`config.mk`:
```
export PLATFORM = sky130hd
export DESIGN_NAME = rsdr_top
export DESIGN_NICKNAME = d
export VERILOG_FILES = /design/src/rsdr_pkg.sv /design/src/rsdr_rd_if.sv /design/src/rsdr_top.sv /design/src/rsdr_peak_hold.sv /design/src/rsdr_read_port.sv
export SDC_FILE = /design/constraint.sdc
export NUM_CORES = 1
export LEC_CHECK = 0
export BUFFER_PORTS_ARGS = -buffer_cell sky130_fd_sc_hd__buf_2
export CAP_MARGIN = 30
export CORE_UTILIZATION = 49
export CTS_CLUSTER_SIZE = 28
export DETAILED_ROUTE_END_ITERATION = 7
export GPL_TIMING_DRIVEN = 0
export PLACE_DENSITY = 0.89
export SYNTH_ARGS = -nofsm -noshare
export SYNTH_HDL_FRONTEND = slang
export SYNTH_SLANG_ARGS = --single-unit
export TNS_END_PERCENT = 5
```
`constraint.sdc`:
```
create_clock -name clk_sys_in -period 1.85 [get_ports clk_sys_in]
set_input_delay 0 -clock clk_sys_in [delete_from_list [all_inputs] [get_ports clk_sys_in]]
set_output_delay 0 -clock clk_sys_in [all_outputs]
set_load 0.1 [all_outputs]
```
`src/rsdr_pkg.sv`:
```
// Constants, field layout and helper functions of the reader status display registers.
// Assumes nothing outside; every other design file imports it whole.
package rsdr_pkg;
  localparam int unsigned ADDR_W = 8;
  localparam int unsigned DATA_W = 8;
  localparam int unsigned CODE_W = 4;

  typedef logic [ADDR_W-1:0] rsdr_addr_t;
  typedef logic [DATA_W-1:0] rsdr_data_t;
  typedef logic [CODE_W-1:0] rsdr_code_t;

  // Register byte offsets
  localparam rsdr_addr_t OFS_REGULATOR_TIMER_DISPLAY = 8'h2b;
  localparam rsdr_addr_t OFS_SIGNAL_STRENGTH_DISPLAY = 8'h2c;
  localparam rsdr_addr_t OFS_GAIN_REDUCTION_STATE    = 8'h2d;

  // Field positions
  localparam int unsigned POS_REG_CODE_LSB = 4;
  localparam int unsigned POS_GPT_ON       = 2;
  localparam int unsigned POS_NRT_ON       = 1;
  localparam int unsigned POS_MRT_ON       = 0;
  localparam int unsigned POS_AMP_LSB      = 4;
  localparam int unsigned POS_PHASE_LSB    = 0;

  // Reset values
  localparam rsdr_code_t REG_CODE_MAX   = 4'hf;
  localparam rsdr_code_t CODE_ZERO      = 4'h0;
  localparam rsdr_data_t DATA_ZERO      = 8'h00;
  localparam logic       SRC_ADJUST     = 1'b0;
  localparam logic       CHAN_AMP       = 1'b0;

  // Places two 4-bit codes side by side in a byte
  function automatic rsdr_data_t rsdr_pack(input rsdr_code_t hi, input rsdr_code_t lo);
    rsdr_data_t d;
    d = DATA_ZERO;
    d[POS_AMP_LSB +: CODE_W]   = hi;
    d[POS_PHASE_LSB +: CODE_W] = lo;
    return d;
  endfunction : rsdr_pack

  // True when a fresh code beats the held peak
  function automatic logic rsdr_beats(input rsdr_code_t fresh, input rsdr_code_t held);
    return fresh > held;
  endfunction : rsdr_beats
endpackage : rsdr_pkg

```
`src/rsdr_rd_if.sv`:
```
// Read path between the register holder and the read-data port.
// Assumes one clock shared by both ends.
`timescale 1ns/10ps
interface rsdr_rd_if;
  import rsdr_pkg::*;
  rsdr_addr_t addr;
  logic       rd;
  rsdr_data_t reg_timer;
  rsdr_data_t strength;
  rsdr_data_t gain_cut;
  rsdr_data_t rdata;
  modport holder (output addr, output rd, output reg_timer, output strength, output gain_cut, input rdata);
  modport port   (input addr, input rd, input reg_timer, input strength, input gain_cut, output rdata);
endinterface : rsdr_rd_if

```
`src/rsdr_top.sv`:
```
// Reader status display registers: regulator/timer, peak signal strength and gain reduction.
// Assumes all status inputs come from logic on clk_sys_in; no synchronisers are needed.
// Function
// - Regulator/timer display bits 7..4 show the regulated voltage code in effect.
// - Reset and set-default force the regulated voltage code to all ones.
// - Bit 2 shows the general purpose timer running.
// - Bit 1 shows the no-response timer running.
// - Bit 0 shows the mask-receive timer running.
// - Strength display bits 7..4 hold the amplitude channel peak code.
// - Strength display bits 3..0 hold the phase channel peak code.
// - Both peaks clear at message start and on the clear-strength command.
// - Strength codes are 4-bit monotonic, zero at or below the lowest threshold.
// - The channel-select bit picks which strength value feeds internal logic.
// - Strength and gain reduction registers read zero after reset and set-default.
// - Gain reduction bits 7..4 show amplitude channel second-stage reduction, bit 7 MSB.
// - Gain reduction bits 3..0 show phase channel second-stage reduction, bit 3 MSB.
// - Channel-select bit reads 0 for amplitude, 1 for phase.
// - Source bit 0 takes the adjust result, 1 takes the externally written code.
//
// Design decision made here: the address-and-strobe port.
`timescale 1ns/10ps
module rsdr_top
  import rsdr_pkg::*;
(
  input  wire logic       clk_sys_in,
  input  wire logic       rst_n_in,
  input  wire logic       clk_en_in,
  input  wire logic       set_default_in,
  input  wire logic       clear_strength_in,
  input  wire logic       msg_start_in,
  input  wire logic       reg_src_sel_in,
  input  wire rsdr_code_t reg_ext_code_in,
  input  wire logic       reg_adj_done_in,
  input  wire rsdr_code_t reg_adj_code_in,
  input  wire logic       gpt_running_in,
  input  wire logic       nrt_running_in,
  input  wire logic       mrt_running_in,
  input  wire logic       strength_valid_in,
  input  wire rsdr_code_t amp_strength_in,
  input  wire rsdr_code_t phase_strength_in,
  input  wire logic       phase_chan_sel_in,
  input  wire rsdr_code_t amp_gain_cut_in,
  input  wire rsdr_code_t phase_gain_cut_in,
  input  wire rsdr_addr_t addr_in,
  input  wire rsdr_data_t wdata_in,
  input  wire logic       wr_in,
  input  wire logic       rd_in,
  output rsdr_data_t      rdata_out,
  output rsdr_code_t      reg_code_out,
  output rsdr_code_t      strength_for_logic_out,
  output logic            chan_sel_bit_out
);
  rsdr_rd_if rd_bus ();

  // Regulator code: adjust result, held until the next adjust or set-default
  rsdr_code_t adj_code;
  rsdr_code_t next_adj_code;
  logic       src_sel;
  logic       next_src_sel;
  rsdr_code_t ext_code;
  rsdr_code_t next_ext_code;
  rsdr_code_t reg_code;

  always_comb begin
    next_adj_code = adj_code;
    next_src_sel  = reg_src_sel_in;
    next_ext_code = reg_ext_code_in;
    if (set_default_in) begin
      next_adj_code = REG_CODE_MAX;
      next_src_sel  = SRC_ADJUST;
      next_ext_code = CODE_ZERO;
    end else if (reg_adj_done_in) begin
      next_adj_code = reg_adj_code_in;
    end
  end

  always_ff @(posedge clk_sys_in) begin
    if (!rst_n_in) begin
      adj_code <= REG_CODE_MAX;
      src_sel  <= SRC_ADJUST;
      ext_code <= CODE_ZERO;
    end else if (clk_en_in) begin
      adj_code <= next_adj_code;
      src_sel  <= next_src_sel;
      ext_code <= next_ext_code;
    end
  end

  assign reg_code = (src_sel == SRC_ADJUST) ? adj_code : ext_code;

  // Timer running flags, registered so the readback is glitch free
  logic gpt_on;
  logic nrt_on;
  logic mrt_on;
  logic next_gpt_on;
  logic next_nrt_on;
  logic next_mrt_on;

  always_comb begin
    next_gpt_on = gpt_running_in;
    next_nrt_on = nrt_running_in;
    next_mrt_on = mrt_running_in;
  end

  always_ff @(posedge clk_sys_in) begin
    if (!rst_n_in) begin
      gpt_on <= 1'b0;
      nrt_on <= 1'b0;
      mrt_on <= 1'b0;
    end else if (clk_en_in) begin
      gpt_on <= next_gpt_on;
      nrt_on <= next_nrt_on;
      mrt_on <= next_mrt_on;
    end
  end

  // Peak hold; set-default clears like a message start
  logic       peak_clear;
  rsdr_code_t amp_peak;
  rsdr_code_t phase_peak;

  assign peak_clear = msg_start_in | clear_strength_in | set_default_in;

  // Codes arrive already in the monotonic 4-bit form, so plain compare keeps the maximum
  rsdr_peak_hold u_amp_peak (
    .clk_sys_in (clk_sys_in),
    .rst_n_in   (rst_n_in),
    .clk_en_in  (clk_en_in),
    .clear_in   (peak_clear),
    .valid_in   (strength_valid_in),
    .code_in    (amp_strength_in),
    .peak_out   (amp_peak)
  );

  rsdr_peak_hold u_phase_peak (
    .clk_sys_in (clk_sys_in),
    .rst_n_in   (rst_n_in),
    .clk_en_in  (clk_en_in),
    .clear_in   (peak_clear),
    .valid_in   (strength_valid_in),
    .code_in    (phase_strength_in),
    .peak_out   (phase_peak)
  );

  // Gain reduction state and channel select
  rsdr_code_t amp_cut;
  rsdr_code_t phase_cut;
  rsdr_code_t next_amp_cut;
  rsdr_code_t next_phase_cut;
  logic       chan_sel;
  logic       next_chan_sel;

  always_comb begin
    next_amp_cut   = amp_gain_cut_in;
    next_phase_cut = phase_gain_cut_in;
    next_chan_sel  = phase_chan_sel_in;
    if (set_default_in) begin
      next_amp_cut   = CODE_ZERO;
      next_phase_cut = CODE_ZERO;
      next_chan_sel  = CHAN_AMP;
    end
  end

  always_ff @(posedge clk_sys_in) begin
    if (!rst_n_in) begin
      amp_cut   <= CODE_ZERO;
      phase_cut <= CODE_ZERO;
      chan_sel  <= CHAN_AMP;
    end else if (clk_en_in) begin
      amp_cut   <= next_amp_cut;
      phase_cut <= next_phase_cut;
      chan_sel  <= next_chan_sel;
    end
  end

  // Register images; writes have no path into any of them
  rsdr_data_t reg_timer_img;

  always_comb begin
    reg_timer_img                              = DATA_ZERO;
    reg_timer_img[POS_REG_CODE_LSB +: CODE_W]  = reg_code;
    reg_timer_img[POS_GPT_ON]                  = gpt_on;
    reg_timer_img[POS_NRT_ON]                  = nrt_on;
    reg_timer_img[POS_MRT_ON]                  = mrt_on;
  end

  assign rd_bus.addr      = addr_in;
  assign rd_bus.rd        = rd_in;
  assign rd_bus.reg_timer = reg_timer_img;
  assign rd_bus.strength  = rsdr_pack(amp_peak, phase_peak);
  assign rd_bus.gain_cut  = rsdr_pack(amp_cut, phase_cut);

  rsdr_read_port u_read_port (
    .clk_sys_in (clk_sys_in),
    .rst_n_in   (rst_n_in),
    .clk_en_in  (clk_en_in),
    .bus        (rd_bus)
  );

  // Write strobe and data are accepted and dropped
  logic unused_wr;
  assign unused_wr = wr_in | (|wdata_in);

  assign rdata_out              = rd_bus.rdata;
  assign reg_code_out           = reg_code;
  assign strength_for_logic_out = (chan_sel == CHAN_AMP) ? amp_peak : phase_peak;
  assign chan_sel_bit_out       = chan_sel;
endmodule : rsdr_top

```
`src/rsdr_peak_hold.sv`:
```
// One 4-bit peak-hold field.
// Assumes clear and valid are one-cycle pulses from logic on the same clock.
`timescale 1ns/10ps
module rsdr_peak_hold
  import rsdr_pkg::*;
(
  input  wire logic       clk_sys_in,
  input  wire logic       rst_n_in,
  input  wire logic       clk_en_in,
  input  wire logic       clear_in,
  input  wire logic       valid_in,
  input  wire rsdr_code_t code_in,
  output rsdr_code_t      peak_out
);
  rsdr_code_t peak;
  rsdr_code_t next_peak;

  always_comb begin
    next_peak = peak;
    if (clear_in) begin
      next_peak = CODE_ZERO;
    end else if (valid_in && rsdr_beats(code_in, peak)) begin
      next_peak = code_in;
    end
  end

  always_ff @(posedge clk_sys_in) begin
    if (!rst_n_in) begin
      peak <= CODE_ZERO;
    end else if (clk_en_in) begin
      peak <= next_peak;
    end
  end

  assign peak_out = peak;
endmodule : rsdr_peak_hold

```
`src/rsdr_read_port.sv`:
```
// Read-data register: answers a read strobe one cycle later.
// Assumes the holder drives the register images from flip-flops.
`timescale 1ns/10ps
module rsdr_read_port
  import rsdr_pkg::*;
(
  input  wire logic clk_sys_in,
  input  wire logic rst_n_in,
  input  wire logic clk_en_in,
  rsdr_rd_if.port   bus
);
  rsdr_data_t rdata;
  rsdr_data_t next_rdata;

  always_comb begin
    next_rdata = DATA_ZERO;
    if (bus.rd) begin
      unique case (bus.addr)
        OFS_REGULATOR_TIMER_DISPLAY: next_rdata = bus.reg_timer;
        OFS_SIGNAL_STRENGTH_DISPLAY: next_rdata = bus.strength;
        OFS_GAIN_REDUCTION_STATE:    next_rdata = bus.gain_cut;
        default:                     next_rdata = DATA_ZERO;
      endcase
    end
  end

  always_ff @(posedge clk_sys_in) begin
    if (!rst_n_in) begin
      rdata <= DATA_ZERO;
    end else if (clk_en_in) begin
      rdata <= next_rdata;
    end
  end

  assign bus.rdata = rdata;
endmodule : rsdr_read_port

```
==> results of run 1 <==
==> state kept, by name, summed over array words and instances, names as in the netlist <==
signal                 flops
gpt_on                     1
ext_code                   4
amp_cut                    4
u_phase_peak.peak_out      4
chan_sel_bit_out           1
u_read_port.bus.rdata      8
nrt_on                     1
mrt_on                     1
src_sel                    1
adj_code                   4
u_amp_peak.peak_out        4
phase_cut                  4
==> worst min-delay path: cells and delay by family <==
kind                   cells  cell delay [ns]
AO/OA/AOI/OAI              1             0.07
AND/OR/NAND/NOR            1             0.11
buffers and inverters      1             0.09
==> how the worst min path moves through the flow <==
| stage | end | cells past startpoint | startpoint | slack, ns |
|---|---|---|---|---|
| 2_1_floorplan | adj_code[0] | 2 | reg_adj_code_in[0] | 0.12 |
| 4_1_cts | phase_cut[1] | 3 | phase_gain_cut_in[1] | 0.01 |
| 3_3_place_gp | adj_code[1] | 3 | reg_adj_code_in[1] | 0.21 |
| 3_5_place_dp | adj_code[2] | 3 | reg_adj_code_in[2] | 0.22 |
| 5_1_grt | phase_cut[1] | 3 | phase_gain_cut_in[1] | 0.01 |
| 6_report | phase_cut[1] | 3 | phase_gain_cut_in[1] | 0.007 |
==> synthesized netlist by cell type <==
cell type  count
and2b_4        1
o31ai_1        1
nor2b_1       35
nand4b_4       1
a21boi_1       1
o21ai_1       10
a21oi_1       17
nand4_1        3
mux2i_1       11
nand3_2        2
mux2_2         3
nand2b_1       1
a22o_1         7
and2_1         1
o22ai_1        4
o21a_1         1
nand2_2        1
buf_2          3
nor4b_4        1
clkbuf_1       1
o211ai_1       2
clkbuf_2       1
ha_1           8
nand2_1       31
a21oi_4        2
inv_1          8
a22oi_1        4
buf_4          1
nand4b_1       1
o21ai_0        1
nor2b_4        1
mux2_1         1
a22oi_2        3
and2b_1        1
nor3_2         1
buf_6          4
mux2_4         1
dfxtp_1       37
==> cell families after synthesis <==
family	Yosys count	synth area share
buf+inv	18	0.0539
simple gates	81	0.249
flops	37	0.376
fa+ha+maj	8	0.0508
compound gates	53	0.185
mux	16	0.0863
==> layout make-up <==
class / count / area (sq um)
repair buffers: 90 / 591
fillers: 269 / 1050
inverters: 8 / 30.0
plain buffers: 10 / 76.3
multi-input cells: 158 / 1120
well taps: 48 / 60.1
flip-flops and latches: 37 / 741
clock buffers: 7 / 96.3
clock inverters: 1 / 5.00
==> through the flow <==
| stage | TNS [ns] | hold WS (ns) | cell area [sq um] | util |
|---|---|---|---|---|
| 4_1_cts | 0 | 0.0102 | 2720 | 0.722 |
| 3_5_place_dp | 0 | 0.215 | 2340 | 0.621 |
| 5_1_grt | 0 | 0.0136 | 2720 | 0.722 |
| 3_3_place_gp | 0 | 0.208 | 2340 | 0.621 |
| 6_report | 0 | 0.00671 | 2720 | 0.722 |
| 2_1_floorplan | -1.17 | 0.123 | 1970 | - |
==> power by group through the flow <==
| stage | combinational, W | sequential (W) | clock [W] |
|---|---|---|---|
| after floorplan | 0.000186 | 0.000848 | 0 |
| after global placement | 0.000279 | 0.000845 | 0 |
| after detailed placement | 0.000284 | 0.000846 | 0 |
| after CTS | 0.000330 | 0.000828 | 0.000630 |
| after global routing | 0.000359 | 0.000830 | 0.000676 |
| final | 0.000336 | 0.000829 | 0.000622 |
==> routing by layer <==
layer	part of all wire	routed length, microns	up-vias	global-route usage
li1	-	-	932	-
met1	0.44	2180	863	0.280
met2	0.49	2470	66	0.439
met3	0.051	252	9	0.0712
met4	0.017	85	0	0.0951
met5	0	0	-	0
==> what timing repair did <==
action                                  CTS  global route
endpoints found under the setup margin    0             0
hold buffers                             28             0
hold endpoints to repair                 28             0
==> summary.txt, run 1 <==
Status
  • Status: complete, no violations

Worst setup path
  • Crit path DAT: 1.75 ns
  • Crit-path cells: inv_1 > ha_1 > nor2b_1 > o211ai_1 > a21oi_4 > mux2i_1
  • Cell at the slowest stage of the critical path: dfxtp_1
  • Worst path required time: 2.07 ns
  • Worst setup SP type: flop
  • CP Capture Type: flop
  • Bufs and invs on worst path: 1
  • Setup CP Type: flop to flop
  • Crit Reg-Reg Startpoint: u_phase_peak.peak_out[1]
  • R2R setup slack: 0.33 ns
  • Total stage count of the critical path: 6
  • Reg2Reg Depth: 6
  • Setup crit start: u_phase_peak.peak_out[1]
  • Reg2reg end: u_phase_peak.peak_out[1]
  • CP endpoint: u_phase_peak.peak_out[1]
  • Critical Path Fanout Max: 4
  • Largest stage delay, worst path: 0.41 ns
  • CP top delay family: flip-flops

Routing
  • 1st-pass router iterations: 4
  • DRC Markers: 0
  • 1st-iter DRT viols: 69
  • WL per Instance: 13.9 microns
  • Number of routed nets with antenna violations: 0
  • Vias/cell: 5.21
  • Via count: 1870
  • Total routed wirelength: 4990 microns

Clocking
  • Max H-tree Level: 2
  • Sink Count: 37
  • Clock transition at path regs: 0.07 ns
  • CTS tree: done
  • Worst-Skew Late Latency: 0.30 ns
  • CTS max path bufs: 2
  • Number of CTS-inserted buffers: 5
  • Root Buffer: clkbuf_8
  • Setup Fix Bufs, Post-CTS: 0
  • Post-CTS resize count: 0

Logic synthesis
  • Post-Syn Instances: 213
  • Mapped Nets: 276
  • Netlist Area Pre-Place: 1970 sq um
  • Synth top area cells: dfxtp_1 38%, nor2b_1 11%, nand2_1 5.9%
  • Largest area contributor in the netlist: dfxtp_1
  • Synth top area share: 0.376
  • Synth unique cells: 38
  • Synth warn: 0
  • Sequential share of the synthesized area: 0.376
  • #FFs+latches synth: 37
  • Synthesized area per cell: 9.26 sq um

Floorplanning
  • Initial Util: 0.523
  • Die height: 65.4 microns
  • Die Width: 65.4 microns
  • DIE AREA: 4280 sq um
  • Core Area: 3770 sq um
  • I/O pin cnt: 72
  • Row Count: 22

Place
  • Pre-CTS setup slack: 0.331 ns
  • Gp weighted congestion: 0.803
  • Buffers on Ports: 62
  • Cell count after placement: 323
  • Post-DP HPWL: 3360 microns

Timing
  • Fmax: 656 MHz
  • Final hold violations: 0
  • RSZ-0062 raised after global routing: no
  • Final WS setup: 0.325 ns
  • Relative slew margins: 0.672
  • Final period util: 0.824
  • Worst-margin pin slew: 0.496 ns
  • Final setup fails: 0
  • Max Slew Vio Count: 0
  • Clk_skew: 0.00703 ns
  • Post-route minimum period: 1.52 ns

Power
  • Register share of total power: 0.464
  • Clk pwr share: 0.348
  • Total power: 0.00179 W
  • Sw Pwr: 0.000475 W
  • Combinational share of power: 0.188
  • Lkg Pwr: 1.14 nW
  • PD cells: 656 nW/um^2
  • Net Sw Frac: 0.266
  • Pint: 0.00131 W
  • Maximum VDD drop: 587 uV

Global routing
  • Largest net degree at the start of global routing: 12
  • Grt total ovfl: 0
  • Gr usage total: 0.249
  • Initial antenna violation count: 0
  • Number of global-route vias before repair: 1808
  • First-pass GRT wire length: 7950 microns

Run
  • Max cap viols: 0

Finish
  • Most common cell after layout, fill and taps aside: buf_2
  • Non-filler cells, final: 359
  • Most frequent cells in the layout: 65 x buf_2, 37 x dfxtp_1, 35 x nor2b_1
  • Nets: 373
  • Layout area overhead: 38.1%
  • Layout cells sized above 1: 0.309
  • Antenna diodes: 0

Hold path
  • Worst hold-check path type: input port to flop
Note: power is estimated with default switching activity, not from simulation.
==> inputs of run 2 (changes only) <==
--- a/config.mk
+++ b/config.mk
@@ -7,11 +7,11 @@
 export LEC_CHECK = 0
 export BUFFER_PORTS_ARGS = -buffer_cell sky130_fd_sc_hd__buf_2
 export CAP_MARGIN = 30
-export CORE_UTILIZATION = 49
+export CORE_UTILIZATION = 44
 export CTS_CLUSTER_SIZE = 28
 export DETAILED_ROUTE_END_ITERATION = 7
 export GPL_TIMING_DRIVEN = 0
-export PLACE_DENSITY = 0.89
+export PLACE_DENSITY = 0.85
 export SYNTH_ARGS = -nofsm -noshare
 export SYNTH_HDL_FRONTEND = slang
 export SYNTH_SLANG_ARGS = --single-unit
==> constraint.sdc (replaced) <==
create_clock -name clk_sys_in -period 1.4 [get_ports clk_sys_in]
set_input_delay 0 -clock clk_sys_in [delete_from_list [all_inputs] [get_ports clk_sys_in]]
set_output_delay 0 -clock clk_sys_in [all_outputs]
set_load 0.1 [all_outputs]
==> run 2 against run 1 <==
The run now ends with setup timing left. Largest cell class unchanged. First-iteration DRC count rose by 1.4%. Cell count rose by 2.5%. Register-to-register slack got worse by 0.35 ns. Final area rose by 4.7%. Non-clock buffer count rose by 7.
==> summary.txt, run 2 (synthesized netlist as in run 1, its figures left out) <==
Status
  • Status: complete, but fails checks (was complete, no violations)
  • Failing checks: setup timing

Routing
  • 1st-pass router iterations: 4 (unchanged)
  • 1st-iter DRT viols: 70 (was 69)
  • WL per Instance: 13.9 microns (about the same)
  • Vias/cell: 5.05 (was 5.21)
  • Total routed wirelength: 5100 microns (was 4990 microns)
  • DRC Markers: 0 (unchanged)
  • Number of routed nets with antenna violations: 0 (unchanged)
  • Via count: 1859 (was 1870)

Global routing
  • Largest net degree at the start of global routing: 11 (was 12)
  • Grt total ovfl: 0 (unchanged)
  • Gr usage total: 0.233 (was 0.249)
  • Number of global-route vias before repair: 1819 (was 1808)
  • Initial antenna violation count: 0 (unchanged)
  • First-pass GRT wire length: 8000 microns (was 7950 microns)

Worst setup path
  • Crit-path cells: inv_1 > ha_1 > nand4_1 > nand3_2 > a21oi_4 > mux2i_1 (was inv_1 > ha_1 > nor2b_1 > o211ai_1 > a21oi_4 > mux2i_1)
  • Worst path required time: 1.61 ns (was 2.07 ns)
  • Setup CP Type: flop to flop (unchanged)
  • Reg2Reg Depth: 6 (unchanged)
  • CP Capture Type: flop (unchanged)
  • Critical Path Fanout Max: 4 (unchanged)
  • Cell at the slowest stage of the critical path: dfxtp_2 (was dfxtp_1)
  • Crit path DAT: 1.63 ns (was 1.75 ns)
  • Worst setup SP type: flop (unchanged)
  • Largest stage delay, worst path: 0.35 ns (was 0.41 ns)

Power
  • Lkg Pwr: 1.19 nW (was 1.14 nW)
  • Register share of total power: 0.482 (was 0.464)
  • Net Sw Frac: 0.269 (was 0.266)
  • Sw Pwr: 0.000610 W (was 0.000475 W)
  • Maximum VDD drop: 571 uV (was 587 uV)
  • Combinational share of power: 0.206 (was 0.188)
  • PD cells: 795 nW/um^2 (was 656 nW/um^2)
  • Total power: 0.00227 W (was 0.00179 W)
  • Pint: 0.00166 W (was 0.00131 W)
  • Clk pwr share: 0.312 (was 0.348)

Finish
  • Most common cell after layout, fill and taps aside: buf_2 (unchanged)
  • Largest Register: u_read_port.bus.rdata (unchanged)
  • Layout cells sized above 1: 0.371 (was 0.309)
  • Max reg flops: 8 (unchanged)
  • FILL cells: 343 (was 269)
  • Antenna diodes: 0 (unchanged)
  • Layout area overhead: 44.7% (was 38.1%)
  • Most frequent cells in the layout: 60 x buf_2, 34 x nor2b_1, 31 x nand2_1 (was 65 x buf_2, 37 x dfxtp_1, 35 x nor2b_1)
  • Nets: 380 (was 373)

Timing
  • Final setup fails: 5 (was 0)
  • RSZ-0062 raised after global routing: yes (was no)
  • Relative slew margins: 0.666 (was 0.672)
  • Clk_skew: 0.00259 ns (was 0.00703 ns)
  • Final period util: 1.02 (was 0.824)
  • Max Slew Vio Count: 0 (unchanged)
  • Final hold violations: 0 (unchanged)
  • Final WS setup: -0.0227 ns (was 0.325 ns)
  • Worst-margin pin slew: 0.500 ns (was 0.496 ns)
  • Post-route minimum period: 1.42 ns (was 1.52 ns)
  • Fmax: 703 MHz (was 656 MHz)

Floorplanning
  • DIE AREA: 4750 sq um (was 4280 sq um)
  • Die height: 68.9 microns (was 65.4 microns)
  • Die Width: 68.9 microns (was 65.4 microns)
  • Row Count: 23 (was 22)
  • Core Area: 4140 sq um (was 3770 sq um)
  • Initial Util: 0.476 (was 0.523)
  • I/O pin cnt: 72 (unchanged)

Hold path
  • Worst hold-check path type: input port to flop (unchanged)
  • Hold path depth: 2 (was 3)

Run
  • Max cap viols: 0 (unchanged)

Clocking
  • Number of CTS-inserted buffers: 5 (unchanged)
  • Sink Count: 37 (unchanged)
  • Max H-tree Level: 2 (unchanged)
  • Clock transition at path regs: 0.07 ns (about the same)
  • CTS max path bufs: 2 (unchanged)
  • CTS tree: done (unchanged)
  • Root Buffer: clkbuf_8 (unchanged)
  • Worst-Skew Late Latency: 0.29 ns (was 0.30 ns)

Place
  • Pre-CTS setup slack: -0.109 ns (was 0.331 ns)
  • Buffers on Ports: 62 (unchanged)
  • Gp weighted congestion: 0.743 (was 0.803)
  • Post-DP HPWL: 3500 microns (was 3360 microns)
-- run 2: cell types whose count changed in the layout (fill, tap and decap cells not counted), moves of 2 or more --
cell      delta
inv_2        +2
inv_1        -3
ha_4         +4
clkbuf_1     +3
clkbuf_8     -2
o21ai_1      -3
buf_2        -5
dfxtp_1      -7
o21ai_2      +3
ha_1         -4
dfxtp_2      +7
buf_4       +10
-- run 2: final cells by class --
type | count | area [sq um] | share of cell area
repair buffers | 97 | 658 | 0.231
flip-flops and latches | 37 | 749 | 0.263
clock buffers | 8 | 80.1 | 0.0281
plain buffers | 10 | 76.3 | 0.0268
inverters | 8 | 32.5 | 0.0114
multi-input cells | 158 | 1190 | 0.418
well taps | 50 | 62.6 | 0.0219
-- run 2: layer usage --
metal | up-vias | part of all wire | GRT usage | wire length [microns]
li1 | 947 | - | - | -
met1 | 861 | 0.43 | 0.260 | 2210
met2 | 46 | 0.51 | 0.424 | 2610
met3 | 5 | 0.043 | 0.0658 | 221
met4 | 0 | 0.012 | 0.0663 | 60
met5 | - | 0 | 0 | 0
-- run 2: worst max-delay path, delay by kind of cell (launching register included) --
| family | cells | cell delay (ns) |
|---|---|---|
| simple gates | 2 | 0.21 |
| buf+inv | 1 | 0.05 |
| mux | 1 | 0.22 |
| compound gates | 1 | 0.21 |
| fa+ha+maj | 1 | 0.30 |
| flops | 1 | 0.35 |
-- run 2: metrics by stage --
stage	hold WS, ns	utilization	TNS (ns)	std cells	instance area, sq um
floorplan	0.123	-	-0.445	213	1980
global placement	0.209	0.569	-0.337	325	2360
detailed placement	0.218	0.569	-0.735	325	2360
CTS	0.0330	0.671	-0.339	364	2780
global route	0.0562	0.688	-0.693	368	2850
finish	0.0398	0.688	-0.0741	368	2850
-- run 2: what timing repair did --
action,CTS,global route
setup endpoints to repair,11,14
buffers inserted,2,4
endpoints found under the hold margin,29,0
pin swaps,6,6
resized for setup,11,10
hold buffers,29,0
-- run 2: power by group through the flow --
| stage | Sequential [W] | Combinational [W] | Clock (W) |
|---|---|---|---|
| floorplan | 0.00112 | 0.000247 | 0 |
| global placement | 0.00112 | 0.000372 | 0 |
| detailed placement | 0.00112 | 0.000379 | 0 |
| CTS | 0.00109 | 0.000449 | 0.000724 |
| global route | 0.00110 | 0.000506 | 0.000769 |
| finish | 0.00109 | 0.000466 | 0.000708 |
-- run 2: path summary, 6_finish.rpt --
path                                 start                        to  slack [ns]
setup / recovery  u_phase_peak.peak_out[2]  u_phase_peak.peak_out[2]       -0.02
hold / removal                    rst_n_in              phase_cut[0]        0.04
setup reg to reg  u_phase_peak.peak_out[2]  u_phase_peak.peak_out[2]       -0.02
hold reg to reg   u_read_port.bus.rdata[5]  u_read_port.bus.rdata[5]        0.45
